## config.mk

```make
export PLATFORM = sky130hd
export DESIGN_NAME = spbr_strobed_read
export DESIGN_NICKNAME = d
export VERILOG_FILES = /design/src/rtl/spbr_pkg.sv /design/src/rtl/spbr_strobed_read.sv /design/src/rtl/spbr_timer.sv
export VERILOG_INCLUDE_DIRS = /design/src /design/src/rtl
export SDC_FILE = /design/constraint.sdc
export NUM_CORES = 1
export LEC_CHECK = 0
export BUFFER_PORTS_ARGS = -buffer_cell sky130_fd_sc_hd__buf_2
export CAP_MARGIN = 20
export CORE_UTILIZATION = 45
export CTS_CLUSTER_DIAMETER = 150
export DETAILED_ROUTE_END_ITERATION = 10
export HOLD_SLACK_MARGIN = 0.08
export PLACE_DENSITY = 0.67
export SYNTH_ARGS = -nofsm -noshare
export SYNTH_HDL_FRONTEND = slang
export SYNTH_SLANG_ARGS = --single-unit
```

## constraint.sdc

```tcl
create_clock -name pclk -period 3.7 [get_ports pclk]
set_input_delay 0.37 -clock pclk [delete_from_list [all_inputs] [get_ports pclk]]
set_output_delay 0.37 -clock pclk [all_outputs]
set_load 0.005 [all_outputs]
```

## src/rtl/spbr_defines.svh

```systemverilog
// offsets, field positions, reset values and timing counts of the strobed byte read block
// assumes a 10 MHz pclk and a 32-bit apb register bus
`ifndef SPBR_DEFINES_SVH
`define SPBR_DEFINES_SVH

// ************************************************************
// register byte offsets
// ************************************************************
`define SPBR_OFS_CMD_LO     8'h00
`define SPBR_OFS_CMD_HI     8'h04
`define SPBR_OFS_CTRL       8'h08
`define SPBR_OFS_STATUS     8'h0C
`define SPBR_OFS_RESP_LO    8'h10
`define SPBR_OFS_RESP_HI    8'h14
`define SPBR_OFS_LINE_LEVEL 8'h18
`define SPBR_OFS_LINE_DIR   8'h1C

// ************************************************************
// fields and codes
// ************************************************************
`define SPBR_CODE_STROBED_READ 8'h0C
`define SPBR_PORT_A            8'h00
`define SPBR_PORT_B            8'h01
`define SPBR_CTRL_GO_BIT       0
`define SPBR_CTRL_GAP_LSB      8
`define SPBR_ST_BUSY_BIT       0
`define SPBR_ST_DONE_BIT       1
`define SPBR_ST_ERR_BIT        2
`define SPBR_RST_WORD          32'h0000_0000
`define SPBR_RST_LINES         16'h0000

// ************************************************************
// timing
// ************************************************************
`define SPBR_CLK_NS        100
`define SPBR_STB_MIN_NS    10000
`define SPBR_STB_MAX_NS    200000
`define SPBR_LEN_MAX       255
`define SPBR_GAP_UNIT_NS   1000
`define SPBR_STB_MIN_CYC   ((`SPBR_STB_MIN_NS + `SPBR_CLK_NS - 1) / `SPBR_CLK_NS)
`define SPBR_STB_STEP_CYC  ((`SPBR_STB_MAX_NS - `SPBR_STB_MIN_NS) / `SPBR_LEN_MAX / `SPBR_CLK_NS)
`define SPBR_GAP_UNIT_CYC  (`SPBR_GAP_UNIT_NS / `SPBR_CLK_NS)
`define SPBR_TMR_W         12

`endif

```

## src/rtl/spbr_pkg.sv

```systemverilog
// types of the strobed byte read block
// assumes nothing beyond the defines header
package spbr_pkg;

   // ************************************************************
   // sequencer states, gray along idle-drive-sample-restore-gap
   // ************************************************************
   typedef enum logic [2:0] {
      SPBR_IDLE    = 3'b000,
      SPBR_DRIVE   = 3'b001,
      SPBR_SAMPLE  = 3'b011,
      SPBR_RESTORE = 3'b010,
      SPBR_GAP     = 3'b110
   } spbr_state_e;

   // ************************************************************
   // eight byte command frame, byte 0 in the low bits
   // ************************************************************
   typedef struct packed {
      logic [7:0] unused7;
      logic [7:0] unused6;
      logic [7:0] unused5;
      logic [7:0] stretch;
      logic [2:0] sel_rsvd;
      logic       pol_high;
      logic [3:0] line;
      logic [7:0] port;
      logic [7:0] unused1;
      logic [7:0] code;
   } spbr_cmd_s;

   // ************************************************************
   // apb request as seen by the slave
   // ************************************************************
   typedef struct packed {
      logic        psel;
      logic        penable;
      logic        pwrite;
      logic [7:0]  paddr;
      logic [31:0] pwdata;
   } spbr_apb_req_s;

endpackage

```

## src/rtl/spbr_strobed_read.sv

```systemverilog
// strobed byte read engine with apb registers and two 8-bit ports
// assumes a single pclk domain; port inputs are synchronous to pclk
//
// Implementation choices: the address map and the APB interface to the registers.
`timescale 1ns/1ps
`include "spbr_defines.svh"
`default_nettype none
module spbr_strobed_read (
   input  wire logic                   pclk,
   input  wire logic                   presetn,
   input  wire spbr_pkg::spbr_apb_req_s apb_req,
   output var  logic [31:0]            prdata,
   output var  logic                   pready,
   output var  logic                   pslverr,
   input  wire logic [7:0]             port_a_in,
   output var  logic [7:0]             port_a_out,
   output var  logic [7:0]             port_a_oe,
   input  wire logic [7:0]             port_b_in,
   output var  logic [7:0]             port_b_out,
   output var  logic [7:0]             port_b_oe
);
   import spbr_pkg::*;

   localparam int TW = `SPBR_TMR_W;

   // ************************************************************
   // state
   // ************************************************************
   spbr_state_e   state;
   spbr_state_e   next_state;
   logic [31:0]   cmd_lo;
   logic [31:0]   next_cmd_lo;
   logic [31:0]   cmd_hi;
   logic [31:0]   next_cmd_hi;
   logic [7:0]    gap_del;
   logic [7:0]    next_gap_del;
   logic          done;
   logic          next_done;
   logic          err;
   logic          next_err;
   logic [7:0]    resp_val;
   logic [7:0]    next_resp_val;
   logic [7:0]    resp_code;
   logic [7:0]    next_resp_code;
   logic [15:0]   line_level;
   logic [15:0]   next_line_level;
   logic [15:0]   line_dir;
   logic [15:0]   next_line_dir;
   logic          strb_on;
   logic          next_strb_on;
   logic [3:0]    strb_line;
   logic [3:0]    next_strb_line;
   logic          strb_pol;
   logic          next_strb_pol;
   logic          strb_port_b;
   logic          next_strb_port_b;
   logic [15:0]   pin_out;
   logic [15:0]   next_pin_out;
   logic [31:0]   next_prdata;
   logic          next_pready;
   logic          next_pslverr;
   logic          tmr_load;
   logic [TW-1:0] tmr_val;
   logic          tmr_expired;
   spbr_cmd_s     cmd;
   logic          wr_acc;
   logic          setup;

   assign cmd    = spbr_cmd_s'({cmd_hi, cmd_lo});
   assign setup  = apb_req.psel && !apb_req.penable;
   assign wr_acc = apb_req.psel && apb_req.penable && pready && apb_req.pwrite;

   // mapped offsets share one decoder for read and write paths
   function automatic logic spbr_mapped(input logic [7:0] a);
      case (a)
         `SPBR_OFS_CMD_LO, `SPBR_OFS_CMD_HI, `SPBR_OFS_CTRL, `SPBR_OFS_STATUS,
         `SPBR_OFS_RESP_LO, `SPBR_OFS_RESP_HI, `SPBR_OFS_LINE_LEVEL,
         `SPBR_OFS_LINE_DIR: spbr_mapped = 1'b1;
         default: spbr_mapped = 1'b0;
      endcase
   endfunction

   spbr_timer #(
      .W (TW)
   ) u_timer (
      .pclk     (pclk),
      .presetn  (presetn),
      .load     (tmr_load),
      .load_val (tmr_val),
      .expired  (tmr_expired)
   );

   // ************************************************************
   // apb slave, one setup cycle then a zero-wait access
   // ************************************************************
   always_comb begin
      next_pready  = setup;
      next_pslverr = setup && !spbr_mapped(apb_req.paddr);
      next_prdata  = prdata;
      if (setup && !apb_req.pwrite) begin
         case (apb_req.paddr)
            `SPBR_OFS_CMD_LO:     next_prdata = cmd_lo;
            `SPBR_OFS_CMD_HI:     next_prdata = cmd_hi;
            `SPBR_OFS_CTRL:       next_prdata = {16'h0000, gap_del, 8'h00};
            `SPBR_OFS_STATUS:     next_prdata = {29'h0000_0000, err, done,
                                                 state != SPBR_IDLE};
            `SPBR_OFS_RESP_LO:    next_prdata = {16'h0000, resp_val, resp_code};
            `SPBR_OFS_RESP_HI:    next_prdata = 32'h0000_0000;
            `SPBR_OFS_LINE_LEVEL: next_prdata = {16'h0000, line_level};
            `SPBR_OFS_LINE_DIR:   next_prdata = {16'h0000, line_dir};
            default:              next_prdata = 32'h0000_0000;
         endcase
      end
   end

   always_ff @(posedge pclk or negedge presetn) begin
      if (!presetn) begin
         prdata  <= `SPBR_RST_WORD;
         pready  <= 1'b0;
         pslverr <= 1'b0;
      end else begin
         prdata  <= next_prdata;
         pready  <= next_pready;
         pslverr <= next_pslverr;
      end
   end

   // ************************************************************
   // registers and strobe sequencer
   // ************************************************************
   always_comb begin
      next_state       = state;
      next_cmd_lo      = cmd_lo;
      next_cmd_hi      = cmd_hi;
      next_gap_del     = gap_del;
      next_done        = done;
      next_err         = err;
      next_resp_val    = resp_val;
      next_resp_code   = resp_code;
      next_line_level  = line_level;
      next_line_dir    = line_dir;
      next_strb_on     = strb_on;
      next_strb_line   = strb_line;
      next_strb_pol    = strb_pol;
      next_strb_port_b = strb_port_b;
      tmr_load         = 1'b0;
      // 100 cycles plus 7 per stretch step
      tmr_val          = TW'(`SPBR_STB_MIN_CYC) + TW'(cmd.stretch) * TW'(`SPBR_STB_STEP_CYC);

      // status flags clear on a write of one; the hardware set below wins
      if (wr_acc) begin
         case (apb_req.paddr)
            `SPBR_OFS_CMD_LO: begin
               // frame is not changed under a running strobe
               if (state == SPBR_IDLE) begin
                  next_cmd_lo = apb_req.pwdata;
               end
            end
            `SPBR_OFS_CMD_HI: begin
               if (state == SPBR_IDLE) begin
                  next_cmd_hi = apb_req.pwdata;
               end
            end
            `SPBR_OFS_CTRL: begin
               next_gap_del = apb_req.pwdata[`SPBR_CTRL_GAP_LSB +: 8];
            end
            `SPBR_OFS_STATUS: begin
               if (apb_req.pwdata[`SPBR_ST_DONE_BIT]) begin
                  next_done = 1'b0;
               end
               if (apb_req.pwdata[`SPBR_ST_ERR_BIT]) begin
                  next_err = 1'b0;
               end
            end
            // level and direction belong to software
            `SPBR_OFS_LINE_LEVEL: next_line_level = apb_req.pwdata[15:0];
            `SPBR_OFS_LINE_DIR:   next_line_dir = apb_req.pwdata[15:0];
            default: begin
            end
         endcase
      end

      case (state)
         SPBR_IDLE: begin
            // go while busy is ignored because the sequencer is not idle
            if (wr_acc && apb_req.paddr == `SPBR_OFS_CTRL
                && apb_req.pwdata[`SPBR_CTRL_GO_BIT]) begin
               // byte 0 code is checked, and byte 2 port below
               // port byte must be 00h or 01h
               if (cmd.code == `SPBR_CODE_STROBED_READ
                   && (cmd.port == `SPBR_PORT_A || cmd.port == `SPBR_PORT_B)) begin
                  next_strb_line   = cmd.line;
                  next_strb_pol    = cmd.pol_high;
                  next_strb_port_b = cmd.port[0];
                  next_strb_on     = 1'b1;
                  tmr_load         = 1'b1;
                  next_state       = SPBR_DRIVE;
               end else begin
                  next_err = 1'b1;
               end
            end
         end
         SPBR_DRIVE: begin
            if (tmr_expired) begin
               next_state = SPBR_SAMPLE;
            end
         end
         SPBR_SAMPLE: begin
            // sample port while line still active
            next_resp_val = strb_port_b ? port_b_in : port_a_in;
            next_strb_on  = 1'b0;
            next_state    = SPBR_RESTORE;
         end
         SPBR_RESTORE: begin
            // line already back when the answer appears
            next_resp_code = `SPBR_CODE_STROBED_READ;
            next_done      = 1'b1;
            tmr_val        = TW'(gap_del) * TW'(`SPBR_GAP_UNIT_CYC);
            tmr_load       = (gap_del != 8'h00);
            next_state     = (gap_del != 8'h00) ? SPBR_GAP : SPBR_IDLE;
         end
         SPBR_GAP: begin
            if (tmr_expired) begin
               next_state = SPBR_IDLE;
            end
         end
         default: begin
            next_state   = SPBR_IDLE;
            next_strb_on = 1'b0;
         end
      endcase
   end

   // pin levels: software level with the strobed line overridden
   always_comb begin
      next_pin_out = next_line_level;
      if (next_strb_on) begin
         next_pin_out[next_strb_line] = next_strb_pol;
      end
   end

   always_ff @(posedge pclk or negedge presetn) begin
      if (!presetn) begin
         state       <= SPBR_IDLE;
         cmd_lo      <= `SPBR_RST_WORD;
         cmd_hi      <= `SPBR_RST_WORD;
         gap_del     <= 8'h00;
         done        <= 1'b0;
         err         <= 1'b0;
         resp_val    <= 8'h00;
         resp_code   <= 8'h00;
         line_level  <= `SPBR_RST_LINES;
         line_dir    <= `SPBR_RST_LINES;
         strb_on     <= 1'b0;
         strb_line   <= 4'h0;
         strb_pol    <= 1'b0;
         strb_port_b <= 1'b0;
         pin_out     <= `SPBR_RST_LINES;
         port_a_oe   <= 8'h00;
         port_b_oe   <= 8'h00;
      end else begin
         state       <= next_state;
         cmd_lo      <= next_cmd_lo;
         cmd_hi      <= next_cmd_hi;
         gap_del     <= next_gap_del;
         done        <= next_done;
         err         <= next_err;
         resp_val    <= next_resp_val;
         resp_code   <= next_resp_code;
         line_level  <= next_line_level;
         line_dir    <= next_line_dir;
         strb_on     <= next_strb_on;
         strb_line   <= next_strb_line;
         strb_pol    <= next_strb_pol;
         strb_port_b <= next_strb_port_b;
         pin_out     <= next_pin_out;
         port_a_oe   <= next_line_dir[7:0];
         port_b_oe   <= next_line_dir[15:8];
      end
   end

   // positive strobe relies on software low preset
   assign port_a_out = pin_out[7:0];
   assign port_b_out = pin_out[15:8];
endmodule
`default_nettype wire

```

## src/rtl/spbr_timer.sv

```systemverilog
// down counter that flags the last cycle of a loaded interval
// assumes load_val is at least one
`timescale 1ns/1ps
`default_nettype none
module spbr_timer #(
   parameter int W = 12
) (
   input  wire logic         pclk,
   input  wire logic         presetn,
   input  wire logic         load,
   input  wire logic [W-1:0] load_val,
   output var  logic         expired
);
   logic [W-1:0] cnt;
   logic [W-1:0] next_cnt;
   logic         next_expired;

   always_comb begin
      next_cnt     = cnt;
      next_expired = 1'b0;
      if (load) begin
         next_cnt = load_val;
      end else if (cnt != '0) begin
         next_cnt     = cnt - 1'b1;
         next_expired = (cnt == {{(W-1){1'b0}}, 1'b1});
      end
   end

   always_ff @(posedge pclk or negedge presetn) begin
      if (!presetn) begin
         cnt     <= '0;
         expired <= 1'b0;
      end else begin
         cnt     <= next_cnt;
         expired <= next_expired;
      end
   end
endmodule
`default_nettype wire

```

==> results.py, run 1 <==
metrics = {
    "outcome": {
        "status": "completed",
    },
    "power": {
        "leakagePower_nw": 5.92,
        "cellPowerDensity_nw_per_um2": 363,
        "peakVddDrop_uv": 284,
    },
    "grt": {
        "grt_max_degree": 123,
        "antenna_found_initial": 0,
        "overflow": 0,
        "grt_pass1_vias": 7033,
        "grt_pass1_wl_microns": 38000,
        "grtUsageTotal_pct": 22.5,
    },
    "die": {
        "io_pins": 127,
        "core_sq_um": 21100,
        "die-width_microns": 149,
        "die_height_microns": 149,
        "dieArea_sq_um": 22200,
        "rows": 53,
        "start_util_pct": 46.0,
    },
    "layout": {
        "stdcell_area_sq_um": 11200,
        "drive_above_1_share_pct": 27.8,
        "antennaDiodeCount": 0,
        "nets": 1073,
        "synthToLayoutAreaGrowth_pct": 15.4,
    },
    "worst_setup_path": {
        "worstSetupPathType": "flop to flop",
        "start_kind": "flop",
        "timing.rr.start": "cmd_hi[3]$_DFFE_PN0P_",
        "setup.worst_path.end_class": "flop",
        "critPathRequiredTime_ns": 3.99,
        "arrival_ns": 3.39,
        "cp_max_fo": 5,
        "critPathLaunch": "cmd_hi[3]$_DFFE_PN0P_",
    },
    "placed_design": {
        "pre_cts_slack_ns": 0.600,
        "dp_hpwl_microns": 17300,
        "place_congestion": 0.880,
        "io_buffer_count": 126,
        "placed_area_sq_um": 10600,
    },
    "timing": {
        "finalHoldViolations": 0,
        "setup_ws_ns": 0.599,
        "slew_headroom_pct": 33.6,
        "max_freq_mhz": 322,
        "fin_setup_tns_ns": 0,
        "slew_viol_final": 0,
        "rsz0062_at_grt": "no",
        "tightestPinTransition_ns": 0.996,
        "period_needed_ns": 3.10,
        "fin_crit_sh_pct": 83.8,
        "fin_worst_skew_ns": 0.0118,
        "finalSetupViolCount": 0,
    },
    "drt": {
        "avgViaCountPerCell": 5.55,
        "via_count": 6981,
        "drcViolationCount": 0,
        "first_pass_iters": 5,
        "ant_nets": 0,
        "routed_wl_microns": 23600,
        "drtIter0Drc": 410,
        "routedWlPerCell_microns": 18.8,
    },
    "yosys": {
        "synth_nets": 957,
        "syn_inst": 853,
        "ys.flop_type": "dfrtp_1",
        "synth.yosys.warnings": 0,
        "synth_seq_cells": 188,
        "synthArstFlopShare_pct": 100,
        "ys_seq_area_share_pct": 48.4,
        "syn_area_sq_um": 9710,
        "synth_edf_count": 0,
        "avgSynthCellArea_sq_um": 11.4,
        "ys_types": 70,
    },
    "clock_tree": {
        "ctsLongestPathBuffers": 2,
        "cts-root-buf": "clkbuf_16",
        "numCtsBuffers": 17,
        "clk_latency_ns": 0.44,
        "cts_sinks": 188,
        "htree_num_levels": 4,
        "path_clk_slew_ns": 0.08,
        "cts_setup_buffers": 0,
        "cts_hold_buffers": 0,
        "cts.repair.resized": 0,
        "cts_tree": "built",
    },
    "hold_path": {
        "min_path_type": "primary input to async pin",
    },
    "flow_run": {
        "drv_cap": 0,
    },
}
metal layers:
metal  share of wire [%]  wire length [microns]  vias to the layer above  GRT usage [%]
li1                    -                      -                     3319              -
met1                  46                  10900                     3454           30.9
met2                  47                  11200                      174           35.9
met3                 4.4                   1030                       34           3.91
met4                 2.4                    556                        0           7.55
met5                   0                      0                        -              0
state kept, by name, summed over array words and instances (netlist names):
name and count:
cmd_hi 32, cmd_lo 32, prdata 32, line_dir 16
line_level 16, pin_out 16, u_timer.cnt 12, gap_del 8
resp_val 8, strb_line 4, state 3, done 1
err 1, pready 1, pslverr 1, resp_code 1
strb_on 1, strb_pol 1, strb_port_b 1, u_timer.expired 1
synth_stat cells (all sizes together), types with 10 or more instances:
cell / number / share of area (%)
mux2: 97 / 11
inv: 42 / 1.6
nand3: 17 / 0.93
clkbuf: 18 / 0.70
o21ai: 55 / 2.8
a211oi: 10 / 0.77
nand2: 64 / 2.5
a22oi: 17 / 1.3
a221oi: 12 / 1.1
mux2i: 78 / 8.2
buf: 25 / 1.4
ha: 35 / 4.5
nor3: 14 / 0.89
dfrtp: 188 / 48
nor2: 44 / 1.7
through the flow:
stage | hold WS [ns] | total power, mW | util [%] | cells
4_1_cts | 0.130 | 4.12 | 53.1 | 1257
2_1_floorplan | 0.0744 | 2.15 | - | 853
3_3_place_gp | 0.460 | 2.27 | 50.2 | 1225
3_5_place_dp | 0.464 | 2.27 | 50.2 | 1225
5_1_grt | 0.132 | 4.21 | 53.1 | 1257
6_report | 0.0498 | 4.07 | 53.1 | 1257
critical path, stage by stage (launching register included):
cell      delay (ns)
dfrtp_1         0.44
inv_1           0.13
fa_1            0.50
inv_1           0.04
ha_1            0.28
ha_1            0.23
fa_1            0.44
a211oi_1        0.26
o21ai_0         0.15
or3_1           0.32
nand3_1         0.09
a31oi_1         0.08
logic make-up (layout without fill, tap and decap cells):
group	Yosys count	in the layout	share of synthesized area, %
adders and majority gates	43	43	6.16
xor gates and xnor gates	11	11	0.992
and+or+nand+nor	197	197	10.7
muxes	175	175	19.4
buffers and inverters	85	214	3.74
AOI/OAI and AO/OA	154	154	10.6
DFF	188	188	48.4
report_power, final:
part           internal, mW  leakage (nW)  switching, mW
sequential             2.06          2.56        0.00547
combinational        0.0501          3.07          0.107
clock                 0.923         0.293          0.929
cell usage in the layout (no fill, tap or decap), types with 11 or more instances in the layout:
cell type,count
mux2i_1,77
nor2_1,43
nand2_1,63
a22oi_1,17
buf_4,14
a221oi_1,12
dfrtp_1,188
o21ai_0,42
o21ai_1,13
mux2_1,11
buf_2,125
nor3_1,12
clkbuf_16,17
ha_1,35
nand3_1,16
mux2_2,86
inv_1,41
final cells by class:
type / count / area, sq um
clock buffer: 17 / 425
multi-input combinational: 580 / 4640
fill: 1898 / 9880
sequential: 188 / 4700
clock inverter: 15 / 188
inverter: 42 / 158
tap: 275 / 344
timing repair buffer: 140 / 744
final timing paths:
| kind | endpoint | slack [ns] | cells after the start |
|---|---|---|---|
| worst max-delay path | u_timer.cnt[11]$_DFFE_PN0P_ | 0.60 | 11 |
| worst min-delay path | u_timer.cnt[8]$_DFFE_PN0P_ | 0.05 | 1 |
| worst max register to register | u_timer.cnt[11]$_DFFE_PN0P_ | 0.60 | 11 |
| worst min register to register | prdata[10]$_DFFE_PN0P_ | 0.47 | 2 |
| max in group asynchronous | gap_del[6]$_DFFE_PN0N_ | 2.59 | 2 |
| min in group pclk | cmd_lo[30]$_DFFE_PN0P_ | 0.15 | 2 |
Power figures use the tool's default switching activity.
==> run 2, diff against run 1 <==
--- a/config.mk
+++ b/config.mk
@@ -12,7 +12,7 @@
 export CTS_CLUSTER_DIAMETER = 150
 export DETAILED_ROUTE_END_ITERATION = 10
 export HOLD_SLACK_MARGIN = 0.08
-export PLACE_DENSITY = 0.67
+export PLACE_DENSITY = 0.69
 export SYNTH_ARGS = -nofsm -noshare
 export SYNTH_HDL_FRONTEND = slang
 export SYNTH_SLANG_ARGS = --single-unit
==> constraint.sdc (replaced) <==
create_clock -name pclk -period 2.6 [get_ports pclk]
set_input_delay 0.26 -clock pclk [delete_from_list [all_inputs] [get_ports pclk]]
set_output_delay 0.26 -clock pclk [all_outputs]
set_load 0.005 [all_outputs]
==> run 2 against run 1 <==
The flow now finishes with violations (setup timing). Clock power increased by 43%. Worst hold slack improved by 0.040 ns. Register-to-register slack got worse by 0.73 ns.
==> results.py, run 2 (synthesis results as in run 1) <==
metrics = {
    "drt": {
        "routed_wl_microns": 25200,
        "ant_nets": 0,
        "routedWlPerCell_microns": 19.2,
        "via_count": 7299,
        "drcViolationCount": 0,
        "avgViaCountPerCell": 5.55,
        "drtIter0Drc": 407,
        "first_pass_iters": 5,
    },
    "power": {
        "peakVddDrop_uv": 452,
        "p_int_mw": 4.35,
        "power.total_mw": 5.85,
        "pwr-share-comb_pct": 4.5,
        "p_seq_share_pct": 50.2,
        "clockPowerShare_pct": 45.3,
        "p_sw_share_pct": 25.6,
        "cellPowerDensity_nw_per_um2": 493,
        "switching_power_mw": 1.50,
        "leakagePower_nw": 6.20,
    },
    "layout": {
        "mostFrequentLayoutCells": "188 x dfrtp_1, 125 x buf_2, 86 x mux2_2",
        "num-fill-cells": 1794,
        "reg_top3": "cmd_hi x32, cmd_lo x32, prdata x32",
        "synthToLayoutAreaGrowth_pct": 22.2,
        "mostFrequentLayoutCell": "dfrtp_1",
        "nets": 1130,
        "drive_above_1_share_pct": 32.7,
    },
    "grt": {
        "overflow": 0,
        "grt_pass1_vias": 7332,
        "grtUsageTotal_pct": 23.2,
        "antenna_found_initial": 1,
        "grt_max_degree": 63,
        "grt_pass1_wl_microns": 39200,
    },
    "timing": {
        "max_freq_mhz": 366,
        "finalHoldViolations": 0,
        "fin_setup_tns_ns": -0.342,
        "slew_viol_final": 0,
        "slew_headroom_pct": 57.4,
        "fin_worst_skew_ns": 0.00965,
        "period_needed_ns": 2.73,
        "fin_crit_sh_pct": 105,
        "setup_ws_ns": -0.129,
        "rsz0062_at_grt": "yes",
        "finalSetupViolCount": 3,
        "tightestPinTransition_ns": 0.631,
    },
    "die": {
        "die_height_microns": 149,
        "rows": 53,
        "start_util_pct": 46.0,
        "dieArea_sq_um": 22200,
        "die-width_microns": 149,
        "io_pins": 127,
        "core_sq_um": 21100,
    },
    "placed_design": {
        "place_congestion": 0.857,
        "dp_hpwl_microns": 17900,
        "io_buffer_count": 126,
    },
    "flow_run": {
        "drv_cap": 0,
    },
    "clock_tree": {
        "htree_num_levels": 4,
        "cts-root-buf": "clkbuf_16",
        "numCtsBuffers": 17,
        "cts_tree": "built",
        "ctsLongestPathBuffers": 2,
        "cts_sinks": 188,
        "path_clk_slew_ns": 0.08,
        "clk_latency_ns": 0.44,
    },
    "worst_setup_path": {
        "critPathLaunch": "cmd_hi[1]$_DFFE_PN0P_",
        "critPathRequiredTime_ns": 2.91,
        "start_kind": "flop",
        "arrival_ns": 3.04,
        "reg2reg_depth": 11,
        "cp_max_fo": 2,
        "r2r_slack_ns": -0.13,
        "timing.rr.start": "cmd_hi[1]$_DFFE_PN0P_",
        "cpPeakStageDelay_ns": 0.55,
        "path_cells": "inv_2 -> fa_1 -> inv_2 -> ha_4 -> ha_4 -> fa_2 -> a211oi_2 -> o21ai_1 -> or3_1 -> nand3_1 -> a31oi_1",
        "setup.worst_path.end_class": "flop",
        "crit_slowest_cell": "fa_1",
        "crit_end": "u_timer.cnt[11]$_DFFE_PN0P_",
        "worstSetupPathType": "flop to flop",
        "rr_endpoint": "u_timer.cnt[11]$_DFFE_PN0P_",
    },
    "outcome": {
        "violations": "setup timing",
        "status": "finished, violations left",
    },
    "hold_path": {
        "min_path_type": "primary input to flop",
    },
}
-- run 2: changes by cell type in the layout (fill, tap and decap cells not counted), moves of 8 or more --
cell / before / now
inv_1: 41 / 33
ha_4: 0 / 9
buf_4: 14 / 51
inv_2: 1 / 9
dlygate4sd3_1: 0 / 17
ha_1: 35 / 26
-- run 2: worst min-delay path by stage --
stage / from / to / cells past startpoint / slack [ns]
floorplan: presetn / cmd_hi[0]$_DFFE_PN0P_ / 0 / -0.04
finish: apb_req[23] / cmd_lo[23]$_DFFE_PN0P_ / 2 / 0.09
global placement: presetn / cmd_hi[18]$_DFFE_PN0P_ / 1 / 0.29
detailed placement: presetn / cmd_hi[18]$_DFFE_PN0P_ / 1 / 0.28
CTS: apb_req[23] / cmd_lo[23]$_DFFE_PN0P_ / 2 / 0.09
global route: apb_req[23] / cmd_lo[23]$_DFFE_PN0P_ / 2 / 0.09
-- run 2: final cells by class --
type | count | area (sq um) | area share (%)
antenna | 1 | 2.50 | 0.0211
clock buffer | 17 | 425 | 3.58
clock inverter | 15 | 176 | 1.49
inverter | 42 | 158 | 1.33
multi-input combinational | 580 | 4810 | 40.6
sequential | 188 | 4700 | 39.6
tap | 275 | 344 | 2.90
timing repair buffer | 197 | 1240 | 10.5
-- run 2: repair_timing --
| item | 4_1_cts | 5_1_grt |
|---|---|---|
| buffers inserted | 1 | 6 |
| hold buffers | 17 | 0 |
| endpoints found under the hold margin | 88 | 0 |
| resized for setup | 4 | 22 |
| pin swaps | 2 | 17 |
| setup endpoints to repair | 5 | 6 |
-- run 2: stage by stage --
stage | std cells | setup WS, ns | cell area, sq um | hold slack [ns] | util (%)
finish | 1315 | -0.129 | 11900 | 0.0893 | 56.3
global route | 1315 | -0.242 | 11900 | 0.0910 | 56.3
CTS | 1309 | -0.128 | 11700 | 0.0872 | 55.4
detailed placement | 1259 | -0.188 | 10900 | 0.283 | 51.6
global placement | 1259 | -0.128 | 10900 | 0.287 | 51.6
floorplan | 853 | -0.0979 | 9720 | -0.0356 | -
-- run 2: power by group through the flow --
stage,logic [mW],registers (mW),clock network (mW)
4_1_cts,0.260,2.94,2.68
5_1_grt,0.290,2.94,2.80
3_5_place_dp,0.239,3.00,0
2_1_floorplan,0.0668,3.00,0
6_report,0.262,2.94,2.65
3_3_place_gp,0.236,3.00,0
-- run 2: routing by layer --
layer / global-route usage (%) / up-vias / share of wire (%) / wire length, microns
li1: - / 3438 / - / -
met1: 31.2 / 3633 / 44 / 11100
met2: 37.8 / 196 / 49 / 12400
met3: 4.25 / 32 / 4.5 / 1140
met4: 7.40 / 0 / 2.1 / 527
met5: 0 / - / 0 / 0
-- run 2: critical path, delay by kind of cell, from the launching register on --
family,cells,cell delay (ns)
compound gates,3,0.45
fa+ha+maj,4,1.30
buf+inv,2,0.10
flops,1,0.36
simple gates,2,0.38
==> run 3, diff against run 2 <==
--- a/config.mk
+++ b/config.mk
@@ -6,6 +6,7 @@
 export SDC_FILE = /design/constraint.sdc
 export NUM_CORES = 1
 export LEC_CHECK = 0
+export ABC_AREA = 1
 export BUFFER_PORTS_ARGS = -buffer_cell sky130_fd_sc_hd__buf_2
 export CAP_MARGIN = 20
 export CORE_UTILIZATION = 45
==> run 3 against run 2 <==
The flow still finishes with violations (setup timing). Die area down 2.4%. Maximum frequency grew 2.7%. Sequential power is 1% higher. Combinational power increased by 15%. Clock skew up 0.00085 ns. Area after synthesis decreased by 2.4%. Total power rose by 0.21%. Highest routed layer unchanged.
==> results.py, run 3 <==
metrics = {
    "yosys": {
        "syn_area_sq_um": 9480,
        "yosysMostFrequentCell": "nand2_1",
        "synth_top_area_share_pct": 49.6,
        "synth.yosys.warnings": 0,
        "synth_area_leaders": "dfrtp_1 50%, nand2_1 16%, o21ai_0 8.2%",
        "synth_area_leader_cell": "dfrtp_1",
        "synthArstFlopShare_pct": 100,
        "ys.flop_type": "dfrtp_1",
        "yosys-top-cells-count": "403 x nand2_1, 188 x dfrtp_1, 155 x o21ai_0, 115 x inv_1",
        "ys_seq_area_share_pct": 49.6,
        "ys_types": 42,
        "synth_edf_count": 0,
        "synth_seq_cells": 188,
        "avgSynthCellArea_sq_um": 8.18,
        "syn_inst": 1159,
        "synth_nets": 1263,
    },
    "layout": {
        "stdcell_count": 1602,
        "regArea_sq_um": 4700,
        "nets": 1423,
        "multi_input_area_sq_um": 4260,
        "num-fill-cells": 1896,
        "synthToLayoutAreaGrowth_pct": 20.6,
        "mostFrequentLayoutCells": "397 x nand2_1, 188 x dfrtp_1, 153 x o21ai_0",
        "mostFrequentLayoutCell": "nand2_1",
        "drive_above_1_share_pct": 19.4,
        "antennaDiodeCount": 0,
        "post-route-util_pct": 55.9,
        "reg_top3": "cmd_hi x32, cmd_lo x32, prdata x32",
    },
    "drt": {
        "routedWlPerCell_microns": 15.3,
        "routed_wl_microns": 24500,
        "drcViolationCount": 0,
        "ant_nets": 0,
        "via_count": 8181,
        "drtIter0Drc": 551,
        "first_pass_iters": 5,
        "avgViaCountPerCell": 5.11,
    },
    "grt": {
        "overflow": 0,
        "grt_pass1_vias": 7826,
        "grt_pass1_wl_microns": 40100,
        "grtUsageTotal_pct": 23.7,
        "grt_max_degree": 77,
        "antenna_found_initial": 0,
    },
    "timing": {
        "fin_worst_skew_ns": 0.0105,
        "slew_viol_final": 0,
        "finalHoldViolations": 0,
        "finalSetupViolCount": 3,
        "tightestPinTransition_ns": 0.690,
        "slew_headroom_pct": 54.0,
        "max_freq_mhz": 376,
        "rsz0062_at_grt": "yes",
        "setup_ws_ns": -0.0563,
        "fin_crit_sh_pct": 102,
        "period_needed_ns": 2.66,
    },
    "power": {
        "pwr-share-comb_pct": 5.1,
        "power.total_mw": 5.87,
        "p_seq_share_pct": 50.8,
        "p_sw_share_pct": 25.5,
        "p_int_mw": 4.37,
        "cellPowerDensity_nw_per_um2": 513,
        "switching_power_mw": 1.49,
        "leakagePower_nw": 6.07,
        "peakVddDrop_uv": 472,
        "clockPowerShare_pct": 44.0,
    },
    "worst_setup_path": {
        "setup.worst_path.end_class": "flop",
        "path_cells": "inv_2 -> fa_1 -> inv_1 -> ha_1 -> ha_2 -> fa_2 -> nand2_2 -> nand2_1 -> nand2_1 -> nand2_2 -> a21oi_1 -> o21ai_0 -> nand3_1 -> nand2_1 -> a21oi_1",
        "cp_max_fo": 3,
        "cpPeakStageDelay_ns": 0.52,
        "start_kind": "flop",
        "reg2reg_depth": 15,
        "critPathLaunch": "cmd_hi[1]$_DFFE_PN0P_",
        "crit_slowest_cell": "fa_1",
        "worstSetupPathType": "flop to flop",
        "critPathRequiredTime_ns": 2.96,
        "arrival_ns": 3.01,
        "timing.rr.start": "cmd_hi[1]$_DFFE_PN0P_",
        "path_common_cell": "nand2_1",
    },
    "hold_path": {
        "min_from": "apb_req[23]",
        "hold_path_depth": 3,
        "min_path_type": "primary input to flop",
    },
    "clock_tree": {
        "path_clk_slew_ns": 0.08,
        "cts_tree": "built",
        "ctsLongestPathBuffers": 2,
        "numCtsBuffers": 17,
        "htree_num_levels": 4,
        "cts_sinks": 188,
        "clk_latency_ns": 0.44,
        "cts-root-buf": "clkbuf_16",
    },
    "die": {
        "rows": 52,
        "dieArea_sq_um": 21600,
        "die-width_microns": 147,
        "die_height_microns": 147,
        "io_pins": 127,
        "start_util_pct": 46.4,
        "core_sq_um": 20400,
    },
    "placed_design": {
        "io_buffer_count": 126,
        "dp_hpwl_microns": 17600,
        "pre_cts_slack_ns": -0.0934,
        "dpl.cell_count": 1558,
        "place_congestion": 0.883,
    },
    "outcome": {
        "status": "finished, violations left",
        "violations": "setup timing",
    },
    "flow_run": {
        "drv_cap": 0,
    },
}
## run 3: changes by cell type in the layout (fill, tap and decap cells not counted), moves of 12 or more
cell / delta
a21oi_1: +22
a221oi_1: -12
a22oi_1: -17
inv_1: +78
mux2_2: -86
mux2i_1: -71
nand2_1: +334
nand3_1: +22
o21ai_0: +113
## run 3: worst paths after layout
path	endpoint	slack, ns
setup / recovery	u_timer.cnt[7]$_DFFE_PN0P_	-0.06
hold / removal	cmd_lo[23]$_DFFE_PN0P_	0.09
setup reg to reg	u_timer.cnt[7]$_DFFE_PN0P_	-0.06
hold reg to reg	prdata[20]$_DFFE_PN0P_	0.48
max in group asynchronous	cmd_lo[0]$_DFFE_PN0P_	1.36
min in group asynchronous	cmd_hi[7]$_DFFE_PN0P_	0.41
## run 3: power groups by stage
stage	logic, mW	clock network [mW]	registers, mW
final	0.301	2.58	2.98
after global routing	0.342	2.73	2.99
after CTS	0.302	2.62	2.98
after detailed placement	0.290	0	3.04
after global placement	0.285	0	3.04
after floorplan	0.123	0	3.03
## run 3: per-layer routing
metal	part of all wire (%)	track usage, %	vias to the layer above
met4	1.9	7.01	0
met3	4.1	3.11	32
li1	-	-	4044
met2	48	39.1	209
met5	0	0	-
met1	45	32.6	3896
## run 3: critical path: cells and delay by family (launching register included)
kind            cells  cell delay [ns]
flops               1             0.37
simple gates        6             0.40
buf+inv             2             0.10
compound gates      3             0.35
fa+ha+maj           4             1.36
## run 3: cell families (layout without fill, tap and decap cells)
logic type	Yosys count	after routing	share of synthesized area, %
muxes	6	6	0.634
xor gates and xnor gates	10	10	0.924
buffers and inverters	160	333	6.52
AOI/OAI and AO/OA	220	220	12.6
adders and majority gates	43	43	6.31
DFF	188	188	49.6
and+or+nand+nor	532	532	23.4
## run 3: final cells by class
class,count,share of cell area [%]
clock buffers,18,3.76
multi-input cells,811,37.2
clock inverters,14,1.45
flip-flops and latches,188,41.2
repair buffers,181,9.49
inverters,120,3.94
well taps,270,2.96
## run 3: repair_timing
action	CTS	global route
hold buffers	8	0
gates resized for setup	5	13
hold endpoints to repair	80	0
endpoints found under the setup margin	4	7
pin swaps	5	5
setup buffers	3	1
gates cloned	0	0
## run 3: per-stage QoR
stage | instance area (sq um) | hold slack [ns] | setup TNS [ns]
2_1_floorplan | 9480 | -0.0356 | 0
3_3_place_gp | 10600 | 0.342 | -0.0822
3_5_place_dp | 10600 | 0.341 | -0.222
4_1_cts | 11400 | 0.0806 | -0.130
5_1_grt | 11400 | 0.0891 | -0.985
6_report | 11400 | 0.0916 | -0.132
